==> src/hw/stop_seq_pkg.sv <==
// shared constants and types for the drive stop-sequence selector
package stop_seq_pkg;
   // -------------------------------------------------------------
   // object indices
   // -------------------------------------------------------------
   localparam logic [15:0] IDX_STOP_RAMP_SELECT_SERVO_OFF = 16'h3506;
   localparam logic [15:0] IDX_SHUTDOWN_STOP_METHOD = 16'h605b;
   localparam logic [15:0] IDX_PROFILE_DECEL_RATE = 16'h6084;
   localparam logic [15:0] IDX_QUICK_STOP_DECEL_RATE = 16'h6085;
   localparam logic [15:0] IDX_TORQUE_RAMP_RATE = 16'h6087;
   localparam logic [15:0] IDX_HOMING_ACCEL_RATE = 16'h609a;
   localparam logic [15:0] IDX_MAX_DECEL_RATE = 16'h60c6;

   // -------------------------------------------------------------
   // fields, reset values, thresholds
   // -------------------------------------------------------------
   localparam int CW_QUICK_STOP_BIT = 2;
   localparam logic [15:0] METHOD_SERVO_OFF = 16'h0000;
   localparam logic [15:0] METHOD_MODE_RAMP = 16'h0001;
   localparam logic [15:0] RST_SHUTDOWN_STOP_METHOD = 16'h0000;
   localparam logic [15:0] RST_STOP_RAMP_SELECT = 16'h0000;
   localparam logic [31:0] RST_RATE = 32'h0000_0000;
   localparam logic [31:0] STOP_VEL_RPM = 32'h0000_001e;

   // -------------------------------------------------------------
   // operation mode codes
   // -------------------------------------------------------------
   localparam logic [7:0] MODE_PROFILE_POSITION = 8'h01;
   localparam logic [7:0] MODE_PROFILE_VELOCITY = 8'h03;
   localparam logic [7:0] MODE_PROFILE_TORQUE = 8'h04;
   localparam logic [7:0] MODE_HOMING = 8'h06;
   localparam logic [7:0] MODE_INTERPOLATED_POSITION = 8'h07;
   localparam logic [7:0] MODE_CYCLIC_POSITION = 8'h08;
   localparam logic [7:0] MODE_CYCLIC_VELOCITY = 8'h09;
   localparam logic [7:0] MODE_CYCLIC_TORQUE = 8'h0a;

   typedef enum logic [2:0] {
      PDS_SWITCH_ON_DISABLED,
      PDS_READY_TO_SWITCH_ON,
      PDS_OPERATION_ENABLED,
      PDS_QUICK_STOP_DECEL,
      PDS_QUICK_STOP_ACTIVE,
      PDS_SHUTDOWN_DECEL,
      PDS_DISABLE_VOLTAGE_DECEL
   } pds_e;

   typedef struct packed {
      logic wr;
      logic rd;
      logic [15:0] index;
      logic [31:0] wdata;
   } obj_req_s;

   typedef struct packed {
      logic servo_off_seq;
      logic [31:0] rate;
   } stop_sel_s;

   typedef struct packed {
      pds_e power_drive_state_machine;
      pds_e report;
      logic cw_qs_prev;
      logic decel_active;
      stop_sel_s sel;
      logic ack;
      logic err;
      logic [31:0] rdata;
      logic [15:0] stop_ramp_select_servo_off;
      logic method_mode_ramp;
      logic [31:0] profile_decel_rate;
      logic [31:0] quick_stop_decel_rate;
      logic [31:0] torque_ramp_rate;
      logic [31:0] homing_accel_rate;
      logic [31:0] max_decel_rate;
   } state_s;
endpackage : stop_seq_pkg

==> src/hw/drive_stop_sequence_select.sv <==
// power_drive_state_machine stop-sequence selection with object registers
//
// Operation
// - quick-stop bit one-to-zero starts quick-stop deceleration
// - report Quick stop active while decelerating
// - stopped once speed at or below 30 r/min
// - after quick stop: Switch on disabled or stay
// - shutdown method chooses stop for Shutdown/Disable voltage
// - method accepts only zero or one
// - zero: servo-off sequence, then command's end state
// - one in homing: homing acceleration ramp
// - one: torque slope or profile deceleration
// - Shutdown deceleration still reports Operation enabled
`timescale 1ns/1ps
module drive_stop_sequence_select #(
   parameter int VEL_W = 32
) (
   input wire logic clk_sys,
   input wire logic rstn,
   input wire stop_seq_pkg::obj_req_s obj_req,
   output logic obj_ack,
   output logic obj_err,
   output logic [31:0] obj_rdata,
   input wire logic [15:0] control_word,
   input wire logic cmd_shutdown,
   input wire logic cmd_disable_voltage,
   input wire logic cmd_enable_operation,
   input wire logic qs_end_disabled,
   input wire logic [7:0] op_mode,
   input wire logic signed [VEL_W-1:0] actual_velocity,
   output stop_seq_pkg::pds_e pds_state,
   output logic decel_active,
   output logic use_servo_off_seq,
   output logic [15:0] servo_off_seq_code,
   output logic [31:0] decel_rate
);
   // -------------------------------------------------------------
   // parameter check
   // -------------------------------------------------------------
   generate
      if (VEL_W < 8 || VEL_W > 32) begin : g_bad_width
         $error("VEL_W must lie between 8 and 32");
      end
   endgenerate

   stop_seq_pkg::state_s st_r;
   stop_seq_pkg::state_s st_nxt;
   logic [VEL_W-1:0] vel_abs;
   logic stopped;

   // -------------------------------------------------------------
   // stop method decode, shared by shutdown and disable voltage
   // -------------------------------------------------------------
   function automatic stop_seq_pkg::stop_sel_s pick_stop(
      input logic mode_ramp,
      input logic [7:0] mode,
      input stop_seq_pkg::state_s s
   );
      stop_seq_pkg::stop_sel_s r;
      r.servo_off_seq = 1'b1;
      r.rate = s.max_decel_rate;
      if (mode_ramp) begin
         r.servo_off_seq = 1'b0;
         case (mode)
            stop_seq_pkg::MODE_HOMING: begin
               r.rate = s.homing_accel_rate;
            end
            stop_seq_pkg::MODE_PROFILE_TORQUE,
            stop_seq_pkg::MODE_CYCLIC_TORQUE: begin
               r.rate = s.torque_ramp_rate;
            end
            default: begin
               r.rate = s.profile_decel_rate;
            end
         endcase
      end
      return r;
   endfunction : pick_stop

   // reported state hides the internal deceleration phases
   function automatic stop_seq_pkg::pds_e report_of(
      input stop_seq_pkg::pds_e p
   );
      case (p)
         stop_seq_pkg::PDS_QUICK_STOP_DECEL:
            return stop_seq_pkg::PDS_QUICK_STOP_ACTIVE;
         stop_seq_pkg::PDS_SHUTDOWN_DECEL,
         stop_seq_pkg::PDS_DISABLE_VOLTAGE_DECEL:
            return stop_seq_pkg::PDS_OPERATION_ENABLED;
         default:
            return p;
      endcase
   endfunction : report_of

   // -------------------------------------------------------------
   // speed threshold
   // -------------------------------------------------------------
   // velocity comes from the drive's own loop, so no synchroniser
   assign vel_abs = actual_velocity[VEL_W-1] ? 
      VEL_W'(-actual_velocity) : VEL_W'(actual_velocity);
   assign stopped = (32'(vel_abs) <= stop_seq_pkg::STOP_VEL_RPM);

   // -------------------------------------------------------------
   // next state
   // -------------------------------------------------------------
   always_comb begin
      st_nxt = st_r;
      st_nxt.ack = 1'b0;
      st_nxt.err = 1'b0;
      st_nxt.cw_qs_prev = control_word[stop_seq_pkg::CW_QUICK_STOP_BIT];

      if (obj_req.wr || obj_req.rd) begin
         st_nxt.ack = 1'b1;
         st_nxt.rdata = 32'h0000_0000;
         case (obj_req.index)
            stop_seq_pkg::IDX_STOP_RAMP_SELECT_SERVO_OFF: begin
               if (obj_req.wr) begin
                  st_nxt.stop_ramp_select_servo_off = obj_req.wdata[15:0];
               end
               st_nxt.rdata = {16'h0000, st_r.stop_ramp_select_servo_off};
            end
            stop_seq_pkg::IDX_SHUTDOWN_STOP_METHOD: begin
               if (obj_req.wr) begin
                  if (obj_req.wdata[15:0] == stop_seq_pkg::METHOD_SERVO_OFF ||
                      obj_req.wdata[15:0] == stop_seq_pkg::METHOD_MODE_RAMP)
                  begin
                     st_nxt.method_mode_ramp = obj_req.wdata[0];
                  end else begin
                     st_nxt.err = 1'b1;
                  end
               end
               st_nxt.rdata = {31'h0000_0000, st_r.method_mode_ramp};
            end
            stop_seq_pkg::IDX_PROFILE_DECEL_RATE: begin
               if (obj_req.wr) st_nxt.profile_decel_rate = obj_req.wdata;
               st_nxt.rdata = st_r.profile_decel_rate;
            end
            stop_seq_pkg::IDX_QUICK_STOP_DECEL_RATE: begin
               if (obj_req.wr) st_nxt.quick_stop_decel_rate = obj_req.wdata;
               st_nxt.rdata = st_r.quick_stop_decel_rate;
            end
            stop_seq_pkg::IDX_TORQUE_RAMP_RATE: begin
               if (obj_req.wr) st_nxt.torque_ramp_rate = obj_req.wdata;
               st_nxt.rdata = st_r.torque_ramp_rate;
            end
            stop_seq_pkg::IDX_HOMING_ACCEL_RATE: begin
               if (obj_req.wr) st_nxt.homing_accel_rate = obj_req.wdata;
               st_nxt.rdata = st_r.homing_accel_rate;
            end
            stop_seq_pkg::IDX_MAX_DECEL_RATE: begin
               if (obj_req.wr) st_nxt.max_decel_rate = obj_req.wdata;
               st_nxt.rdata = st_r.max_decel_rate;
            end
            default: begin
               st_nxt.err = 1'b1;
            end
         endcase
      end

      case (st_r.power_drive_state_machine)
         stop_seq_pkg::PDS_SWITCH_ON_DISABLED: begin
            if (cmd_shutdown) begin
               st_nxt.power_drive_state_machine = stop_seq_pkg::PDS_READY_TO_SWITCH_ON;
            end
         end
         stop_seq_pkg::PDS_READY_TO_SWITCH_ON: begin
            if (cmd_disable_voltage) begin
               st_nxt.power_drive_state_machine = stop_seq_pkg::PDS_SWITCH_ON_DISABLED;
            end else if (cmd_enable_operation) begin
               st_nxt.power_drive_state_machine = stop_seq_pkg::PDS_OPERATION_ENABLED;
            end
         end
         stop_seq_pkg::PDS_OPERATION_ENABLED: begin
            // quick stop outranks the voltage commands
            if (st_r.cw_qs_prev &&
                !control_word[stop_seq_pkg::CW_QUICK_STOP_BIT]) begin
               st_nxt.power_drive_state_machine = stop_seq_pkg::PDS_QUICK_STOP_DECEL;
               st_nxt.sel.servo_off_seq = 1'b0;
               st_nxt.sel.rate = st_r.quick_stop_decel_rate;
            end else if (cmd_disable_voltage) begin
               st_nxt.power_drive_state_machine = stop_seq_pkg::PDS_DISABLE_VOLTAGE_DECEL;
               st_nxt.sel = pick_stop(st_r.method_mode_ramp, op_mode,
                  st_r);
            end else if (cmd_shutdown) begin
               st_nxt.power_drive_state_machine = stop_seq_pkg::PDS_SHUTDOWN_DECEL;
               st_nxt.sel = pick_stop(st_r.method_mode_ramp, op_mode,
                  st_r);
            end
         end
         stop_seq_pkg::PDS_QUICK_STOP_DECEL: begin
            if (stopped) begin
               st_nxt.power_drive_state_machine = qs_end_disabled ?
                  stop_seq_pkg::PDS_SWITCH_ON_DISABLED :
                  stop_seq_pkg::PDS_QUICK_STOP_ACTIVE;
            end
         end
         stop_seq_pkg::PDS_QUICK_STOP_ACTIVE: begin
            if (cmd_disable_voltage) begin
               st_nxt.power_drive_state_machine = stop_seq_pkg::PDS_SWITCH_ON_DISABLED;
            end
         end
         stop_seq_pkg::PDS_SHUTDOWN_DECEL: begin
            if (stopped) begin
               st_nxt.power_drive_state_machine = stop_seq_pkg::PDS_READY_TO_SWITCH_ON;
            end
         end
         stop_seq_pkg::PDS_DISABLE_VOLTAGE_DECEL: begin
            if (stopped) begin
               st_nxt.power_drive_state_machine = stop_seq_pkg::PDS_SWITCH_ON_DISABLED;
            end
         end
         default: begin
            st_nxt.power_drive_state_machine = stop_seq_pkg::PDS_SWITCH_ON_DISABLED;
         end
      endcase

      st_nxt.report = report_of(st_nxt.power_drive_state_machine);
      st_nxt.decel_active = (st_nxt.power_drive_state_machine ==
         stop_seq_pkg::PDS_QUICK_STOP_DECEL) ||
         (st_nxt.power_drive_state_machine == stop_seq_pkg::PDS_SHUTDOWN_DECEL) ||
         (st_nxt.power_drive_state_machine == stop_seq_pkg::PDS_DISABLE_VOLTAGE_DECEL);
   end

   // -------------------------------------------------------------
   // state register
   // -------------------------------------------------------------
   always_ff @(posedge clk_sys) begin
      if (!rstn) begin
         st_r <= '0;
         st_r.power_drive_state_machine <= stop_seq_pkg::PDS_SWITCH_ON_DISABLED;
         st_r.report <= stop_seq_pkg::PDS_SWITCH_ON_DISABLED;
         st_r.cw_qs_prev <= 1'b0;
         st_r.stop_ramp_select_servo_off <=
            stop_seq_pkg::RST_STOP_RAMP_SELECT;
         st_r.method_mode_ramp <= stop_seq_pkg::RST_SHUTDOWN_STOP_METHOD[0];
         st_r.profile_decel_rate <= stop_seq_pkg::RST_RATE;
         st_r.quick_stop_decel_rate <= stop_seq_pkg::RST_RATE;
         st_r.torque_ramp_rate <= stop_seq_pkg::RST_RATE;
         st_r.homing_accel_rate <= stop_seq_pkg::RST_RATE;
         st_r.max_decel_rate <= stop_seq_pkg::RST_RATE;
      end else begin
         st_r <= st_nxt;
      end
   end

   assign obj_ack = st_r.ack;
   assign obj_err = st_r.err;
   assign obj_rdata = st_r.rdata;
   assign pds_state = st_r.report;
   assign decel_active = st_r.decel_active;
   assign use_servo_off_seq = st_r.sel.servo_off_seq;
   assign servo_off_seq_code = st_r.stop_ramp_select_servo_off;
   assign decel_rate = st_r.sel.rate;
endmodule : drive_stop_sequence_select

==> config.mk <==
export PLATFORM = sky130hd
export DESIGN_NAME = drive_stop_sequence_select
export DESIGN_NICKNAME = d
export VERILOG_FILES = /design/src/hw/stop_seq_pkg.sv /design/src/hw/drive_stop_sequence_select.sv
export SDC_FILE = /design/constraint.sdc
export NUM_CORES = 1
export LEC_CHECK = 0
export BUFFER_PORTS_ARGS = -buffer_cell sky130_fd_sc_hd__buf_2
export CAP_MARGIN = 25
export CORE_ASPECT_RATIO = 0.75
export CORE_MARGIN = 2
export CORE_UTILIZATION = 52
export CTS_CLUSTER_DIAMETER = 30
export DETAILED_ROUTE_END_ITERATION = 8
export PLACE_DENSITY = 0.86
export SLEW_MARGIN = 20
export SYNTH_ARGS = -nofsm -noshare
export SYNTH_HDL_FRONTEND = slang
export SYNTH_SLANG_ARGS = --single-unit
==> constraint.sdc <==
create_clock -name clk_sys -period 2.8 [get_ports clk_sys]
set_clock_uncertainty 0.15 [all_clocks]
set_input_delay 0.14 -clock clk_sys [delete_from_list [all_inputs] [get_ports clk_sys]]
set_output_delay 0.14 -clock clk_sys [all_outputs]
set_load 0.01 [all_outputs]
# Yosys cells after proc, flatten, opt, wreduce, memory -nomap -nowiden
# Index checks and enable logic that the tools add are counted.
# classes
n_addsub	1
reduce_logical	21
n_mul	0
n_shift	0
n_mux	39
n_lt_le_gt_ge	1
bitwise	0
n_div	0
eq_ne	20
# ops
operator	count
2-to-1 mux 32 bit	11
one-hot mux 32 bit (7 select lines)	1
2-to-1 mux 211 bit	1
2-to-1 mux 33 bit	4
== test 16 x 15 -> 1 bit (second input constant)	6
one-hot mux 32 bit (2 select lines)	1
2-to-1 mux 3 bit	11
less-or-equal comparator 32 x 5 -> 1 bit (second input constant)	1
2-to-1 mux 16 bit	2
negator 32 bit	1
one-hot mux 3 bit (7 select lines)	1
AND reduction 3 bit	6
== test 16 x 1 -> 1 bit (second input constant)	1
== test 16 x 14 -> 1 bit (second input constant)	1
== test 8 x 3 -> 1 bit (second input constant)	2
logical NOT 16 bit	1
== test 3 bit (second input constant)	5
== test 3 x 2 -> 1 bit (second input constant)	3
== test 8 x 4 -> 1 bit (second input constant)	1
one-hot mux 3 bit (2 select lines)	1
OR reduction 6 bit	1
2-to-1 mux 1 bit	5
logical OR 1 bit	4
AND reduction 2 bit	2
other kinds (8)	9
# totals
in_bits	112
mem_bits_ro	0
out_inout_bits	87
n_memories	0
latch_bits	0
word_cells	98
register_bits	252
ram_bits	0

# Logic depth before layout (Yosys ltp)
# Gate-level depths: netlist (run 1).
# depth
word_depth	8
depth_mapped	12
ltp_nobuf	12

# Least setup slack after synthesis (run 1)
# OpenSTA, ideal clock, no wires.
# synth_path
path_type	input-to-reg
start	in actual_velocity[0]
end	reg st_r (netlist bit pds_state[1])
arrival_time_ps	2796
setup_time_ps	117
slack_ps	-263
n_path_buf	0
required_ps	2533
stages	12
path_cell_list	inv_1 -> ha_1 -> or4b_4 -> nor4_4 -> mux2_4 -> a221oi_2 -> nor3_2 -> and4_4 -> o211ai_4 -> mux2i_2 -> nand2_1 -> a22o_1
# synth_via
elab_chain_len	8
word_cells_on_any_way	12
classes_between	add/sub (1); order compare (1); eq/ne (3); mux (6); reduce/logical (1)
# synth_lines
item	line	rtl
start: declaration	drive_stop_sequence_select.sv:30	input wire logic signed [VEL_W-1:0] actual_velocity,
negator 32 bit	drive_stop_sequence_select.sv:100	VEL_W'(-actual_velocity) : VEL_W'(actual_velocity);
2-to-1 mux 32 bit *	drive_stop_sequence_select.sv:99	assign vel_abs = actual_velocity[VEL_W-1] ?
less-or-equal comparator 32 x 5 -> 1 bit *	drive_stop_sequence_select.sv:101	assign stopped = (32'(vel_abs) <= stop_seq_pkg::STOP_VEL_RPM);
2-to-1 mux 3 bit (on tied branches)	drive_stop_sequence_select.sv:208, drive_stop_sequence_select.sv:191, drive_stop_sequence_select.sv:203	
one-hot mux 3 bit (7 select lines) *	drive_stop_sequence_select.sv:160	case (st_r.power_drive_state_machine)
== test 3 bit	drive_stop_sequence_select.sv:84	case (p)
OR reduction 2 bit	drive_stop_sequence_select.sv:84	
one-hot mux 3 bit (2 select lines) *	drive_stop_sequence_select.sv:84	
end signal: assignment	drive_stop_sequence_select.sv:242	st_r <= st_nxt;
end: declaration	drive_stop_sequence_select.sv:46	stop_seq_pkg::state_s st_r;
# Every way passes the cells marked *; elsewhere a longest branch is shown, timed or not.
# A chain may end at the register's enable or synchronous reset.

# Worst setup path in the final report (run 1)
# layout_path
start	in obj_req[41] (netlist name)
end	reg st_r[125] (netlist name)
# layout_via
elab_chain_len	2
# layout_lines
item	line	rtl
start: declaration	drive_stop_sequence_select.sv:20	input wire stop_seq_pkg::obj_req_s obj_req,
== test 16 x 15 -> 1 bit	drive_stop_sequence_select.sv:115	case (obj_req.index)
AND reduction 3 bit (no line)	--	
# Every way passes these cells.

==> results of run 1 <==
## routing by layer
layer  GRT usage [%]  share of wire, %  up-vias  wire, µm
met5               0             0.030        -        13
li1                -                 -     6149         -
met3            7.15                13      144      5540
met2            50.8                44      937     19400
met4            11.9               2.9        2      1290
met1            42.4                40     6435     17700
## how the worst max path moves through the flow
stage                                  start           end  slack [ps]
after CTS                        obj_req[41]     st_r[125]          80
after floorplan           actual_velocity[0]  pds_state[1]         -60
final                            obj_req[41]     st_r[125]         120
after global routing             obj_req[41]     st_r[125]          40
after detailed placement  actual_velocity[1]  pds_state[1]        -280
after global placement    actual_velocity[1]  pds_state[1]        -230
## synth_stat cells (3+ instances only)
cell type  number  area [µm²]
nor2_1         65         244
a22oi_1        79         593
a21boi_0      171        1280
buf_1           5        18.8
mux2_2         32         360
buf_2           7        35.0
a311oi_1       34         298
buf_4          83         623
nand4_1         7        43.8
nand3_1        11        55.1
o31a_1          3        26.3
clkbuf_1      120         450
o211a_1        32         320
and2_1          7        43.8
and3_1          3        18.8
nor4bb_1        3        30.0
a31oi_1        27         169
nor4b_1         4        35.0
nand3b_1        4        30.0
or3_1           5        31.3
a211oi_1        3        22.5
dfxtp_1       252        5040
nor4_1         14        87.6
inv_1          10        37.5
a21oi_1        73         365
nor3_1         26         130
o21a_1          3        22.5
nand4b_1        4        35.0
o21ai_0        44         220
mux2i_1         5        50.1
nand2_1       443        1660
nor2b_1         8        50.1
nand2b_1        6        37.5
a21boi_1        6        45.0
a221oi_1       17         149
o22ai_1         3        18.8
## layout make-up
type | count | share of cell area (%)
Clock buffer | 44 | 6.18
Antenna cell | 1 | 0.0156
Multi-Input combinational cell | 1193 | 44.3
Sequential cell | 252 | 31.4
Inverter | 10 | 0.233
Timing Repair Buffer | 319 | 13.8
Tap cell | 338 | 2.63
Clock inverter | 25 | 1.47
## sequential cells by signal, summed over array words and instances (netlist names)
register and flops:
decel_active 1, decel_rate 32, obj_ack 1, obj_err 1, obj_rdata 32, pds_state 3
servo_off_seq_code 16, st_r 165, use_servo_off_seq 1
## power breakdown
| part | switching, mW | internal (mW) |
|---|---|---|
| registers | 0.0286 | 3.63 |
| clock network | 1.87 | 2.71 |
| logic | 0.394 | 0.289 |
| total | 2.29 | 6.63 |
## through the flow
step / util (%) / cells
2_1_floorplan: - / 1671
3_3_place_gp: 58.0 / 2076
3_5_place_dp: 58.0 / 2076
4_1_cts: 64.3 / 2180
5_1_grt: 64.4 / 2182
6_report: 64.4 / 2182
## worst register-to-register path, delay by kind of cell (launching register included)
kind             cells  cell delay, ps
AO/OA/AOI/OAI        5             940
flip-flops           1             610
AND/OR/NAND/NOR      2             310
## cell families after synthesis
family	Yosys count	synth area share [%]
xor gates and xnor gates	2	0.133
muxes	39	3.32
and+or+nand+nor	629	20.7
AOI/OAI and AO/OA	521	28.6
adders and majority gates	2	0.189
DFF	252	38.2
buffers and inverters	226	8.90
## repair_timing
item / in CTS / in global routing
hold buffers: 35 / 0
buffers inserted: 0 / 1
setup endpoints to repair: 0 / 1
resized for setup: 0 / 2
hold endpoints to repair: 197 / 0
==> summary.md, run 1 <==
| Metric | Value |
|---|---|
| DRT iter0 DRCs | 1953 |
| Post-placement cell area | 14500 µm² |
| Final cycle utilization of the critical path | 95.6% |
| CTS Root Cell | clkbuf_16 |
| Worst-path clk slew | 60 ps |
| Final wirelength | 43900 µm |
| Cells after Synth | 1671 |
| Syn avg cell area | 7.91 µm² |
| FP Rows | 50 |
| Slowest stage delay, CP | 600 ps |
| Pleak | 6.04 nW |
| Sequential-to-total area share from yosys stat | 38.2% |
| Setup_tns | 0 ps |
| Clock buffer depth | 3 |
| Placed wire-length estimate | 28400 µm |
| Reg2Reg Depth | 7 |
| Area Growth Syn to Fin | 21.6% |
| Final routed DRC violation total | 0 |
| Post-synth EDFFs | 0 |
| Reg-to-reg endpoint | decel_active |
| Share of cells above drive strength 1 | 22.7% |
| R2R Path Start | st_r[250] |
| RSZ-0062 raised after global routing | no |
| Number of antenna violations at the first check in global routing | 2 |
| CP delay by family, top | simple AND/OR/NAND/NOR gates |
| Top cell by count, worst path | buf_4 |
| Vias in the first global route | 12882 |
| Gr usage total | 31.9% |
| Worst slack at placement | -275 ps |
| Setup crit end kind | flop |
| Slowest CP cell | or4b_1 |
| Slew margin rel. | 32.8% |
| CTS Buf Count | 38 |
| Most common cell after layout, fill and taps aside | nand2_1 |
| GPL Wtd Cong | 0.920 |
| Setup CP Type | in2reg |
| F_max | 374 MHz |
| Final Cell Area | 16100 µm² |
| Fill count | 1989 |
| Syn Nets | 1785 |
| CTS tree | done |
| VDD IR max | 0.333 mV |
| Max-cap viol count | 0 |
| # H-tree levels | 2 |
| Die area | 26700 µm² |
| Chip height | 142 µm |
| First-pass GRT wire length | 68600 µm |
| Synth Warn # | 0 |
| Clock latency on the worst-skew pair | 540 ps |
| Crit path buffers/inverters | 5 |
| Distinct cells, synth | 75 |
| I/O Buffers | 183 |
| NumNets Final | 1928 |
| Final Slew Violations | 0 |
| Outcome | finished clean |
| #FFs+latches synth | 252 |
| Arrival time worst endpoint | 2940 ps |
| Num ports | 199 |
| DR vias | 13667 |
| WP data required | 3070 ps |
| Remaining antenna violation count | 0 |
| Crit-path cells | buf_2, or4b_1, nor4_2, buf_4, nand3_2, nor3_4, buf_4, nand3_2, buf_4, nand2_1, a21boi_1, dlygate4sd3_1 |
| Pwr dens | 555 nW/µm² |
| Multi-input logic area | 7120 µm² |
| Worst Hold Launch | cmd_shutdown |
| Hold path cells | 4 |
| Largest net degree at the start of global routing | 96 |
| Ys flop type | dfxtp_1 |
| Crit start category | input port |
| Setup violators final | 0 |
| Total stage count of the critical path | 12 |
| Hold WS | 40.7 ps |
| Vias/cell | 6.26 |
| Cell area after synthesis | 13200 µm² |
| Reg2reg setup slack | 700 ps |
| CTS sink count | 252 |
| Most frequent cells in the layout | nand2_1 (443), dfxtp_1 (251), buf_2 (182) |
| Core area | 25000 µm² |
| Setup WS post-layout | 124 ps |
| First-pass iteration count of the detailed router | 7 |
| Reg area | 5050 µm² |
| Initial cell density of the core | 53.0% |
| Final hold vios | 0 |
| Minimum clock period | 2680 ps |
| Gr ovfl total | 0 |
| Die width | 188 µm |
| Hold crit path type | in2reg |
| Pwr Total | 8.92 mW |
| CP Max Fanout | 18 |
| Hold Path End | use_servo_off_seq |
| Fraction of registers with async set/reset | 0% |
| Worst-Margin Slew | 1010 ps |
| WL per Instance | 20.1 µm |
(Power assumes the default switching activity.)
==> run 2, diff against run 1 <==
HOLD_SLACK_MARGIN = 0.08   (was default)
PLACE_DENSITY = 0.78   (was 0.86)
RECOVER_POWER = 25   (was default)
==> summary.md, run 2 (same netlist as run 1, synthesis figures left out) <==
| Metric | Value |
|---|---|
| Outcome | finished clean |
| # H-tree levels | 2 |
| Reg-to-reg endpoint | decel_active |
| P_sw | 2.24 mW |
| Pleak | 5.95 nW |
| CTS Root Cell | clkbuf_16 |
| Final cycle utilization of the critical path | 94.7% |
| Final hold vios | 0 |
| Pwr dens | 606 nW/µm² |
| First-pass iteration count of the detailed router | 6 |
| Core area | 25000 µm² |
| Crit-path cells | buf_2, inv_2, ha_4, or4b_4, o21ai_1, a21oi_1, a311o_1, nor4_1, and4_4, o211ai_4, buf_4, a31oi_1, o21ai_0, nor4_2 |
| R2R Path Start | st_r[250] |
| FP Rows | 50 |
| Flop pwr share | 36.8% |
| Fin util | 65.9% |
| Logic pwr share | 6.8% |
| Final wirelength | 43700 µm |
| Slew margin rel. | 30.1% |
| Most common cell after layout, fill and taps aside | nand2_1 |
| DRT iter0 DRCs | 1561 |
| Vias/cell | 6.14 |
| DR vias | 13577 |
| Setup WS post-layout | 148 ps |
| Setup crit end kind | flop |
| Remaining antenna violation count | 0 |
| CTS Buf Count | 44 |
| CTS sink count | 252 |
| Placed wire-length estimate | 27800 µm |
| Die width | 188 µm |
| Post-CTS sizing | 0 |
| Reg2Reg Depth | 7 |
| Slowest CP cell | or4b_4 |
| Hold Path End | st_r[160] |
| Worst-path clk slew | 40 ps |
| Largest register FFs | 165 |
| Clock latency on the worst-skew pair | 530 ps |
| Pwr Total | 9.96 mW |
| Area Growth Syn to Fin | 24.4% |
| CTS tree | done |
| Chip height | 142 µm |
| P_int | 7.72 mW |
| Max-cap viol count | 0 |
| Gr usage total | 31.9% |
| Initial cell density of the core | 53.0% |
| WP data required | 3080 ps |
| First-pass GRT wire length | 68500 µm |
| Share of cells above drive strength 1 | 19.2% |
| CP Max Fanout | 5 |
| Setup CP Type | in2reg |
| Vias in the first global route | 12740 |
| Hold crit path type | in2reg |
| Number of antenna violations at the first check in global routing | 1 |
| Hold path cells | 6 |
| Worst Hold Launch | obj_req[39] |
| Die area | 26700 µm² |
| Num ports | 199 |
| Post-CTS Hold Buffers | 40 |
| Clock share of power | 56.4% |
| Final routed DRC violation total | 0 |
| Crit start category | input port |
| Largest register by flop count | st_r |
| Setup violators final | 0 |
| Final Slew Violations | 0 |
| GPL Wtd Cong | 0.862 |
| F_max | 377 MHz |
| Most frequent cells in the layout | nand2_1 (443), dfxtp_1 (251), a21boi_0 (171) |
| Worst slack at placement | -321 ps |
| Gr ovfl total | 0 |
| Switching part of the total | 22.5% |
| Largest net degree at the start of global routing | 69 |
| Slowest stage delay, CP | 510 ps |
| NumNets Final | 1956 |
| Clock buffer depth | 3 |
| WL per Instance | 19.8 µm |
| Arrival time worst endpoint | 2930 ps |
| VDD IR max | 0.370 mV |
| Reg2reg setup slack | 720 ps |
| Minimum clock period | 2650 ps |
| I/O Buffers | 183 |
| Post-CTS setup buffer count | 0 |
| RSZ-0062 raised after global routing | no |
| Worst-Margin Slew | 1050 ps |
==> run 2: cell types whose count changed in the layout (fill, tap and decap cells not counted), moves of 3 or more <==
cell,change
nor2_4,-5
clkinv_4,-3
bufinv_16,+5
buf_2,-84
clkbuf_1,+81
dlygate4sd3_1,+5
clkbuf_16,+8
inv_6,-6
buf_4,+18
clkbuf_8,+8
nor2_2,+5
==> run 2: area by class of cell <==
type | count | area, µm²
fillers | 2050 | 8510
inverters | 10 | 37.5
flip-flops and latches | 252 | 5050
clock buffers | 57 | 1290
clock inverters | 20 | 288
well taps | 338 | 423
multi-input cells | 1193 | 7080
diodes | 1 | 2.50
repair buffers | 341 | 2280
==> run 2: how the worst max path moves through the flow <==
stage / endpoint / slack, ps / cells past startpoint / startpoint
final: pds_state[0] / 150 / 14 / actual_velocity[0]
after global routing: pds_state[1] / 20 / 14 / actual_velocity[0]
after CTS: pds_state[1] / 190 / 14 / actual_velocity[0]
after detailed placement: pds_state[1] / -320 / 14 / actual_velocity[0]
after global placement: pds_state[1] / -250 / 14 / actual_velocity[1]
after floorplan: pds_state[1] / -60 / 12 / actual_velocity[0]
==> run 2: critical path: cells and delay by family <==
kind                       cells  cell delay [ps]
and+or+nand+nor                4             1360
AOI/OAI and AO/OA              6              950
buffers and inverters          3              350
adders and majority gates      1              130
==> run 2: through the flow <==
| step | hold WS (ps) | TNS (ps) | instances | cell area, µm² |
|---|---|---|---|---|
| floorplan | 112 | -56.1 | 1671 | 13200 |
| global placement | 248 | -1200 | 2094 | 14600 |
| detailed placement | 250 | -2640 | 2094 | 14600 |
| CTS | 96.5 | 0 | 2211 | 16600 |
| global route | 183 | 0 | 2212 | 16500 |
| finish | 113 | 0 | 2212 | 16500 |
==> run 2: power groups by stage <==
stage | combinational [mW] | clock, mW | sequential [mW]
floorplan | 0.365 | 0 | 3.72
global placement | 0.626 | 0 | 3.74
detailed placement | 0.632 | 0 | 3.74
CTS | 0.679 | 5.66 | 3.66
global route | 0.730 | 5.83 | 3.67
finish | 0.681 | 5.62 | 3.67
==> run 2: routing by layer <==
layer  vias to the layer above  global-route usage, %  part of all wire, %
met5                         -                      0                    0
met2                       835                   50.3                   44
met1                      6435                   44.1                   43
met3                       100                   6.24                   11
li1                       6207                      -                    -
met4                         0                   10.0                  2.2
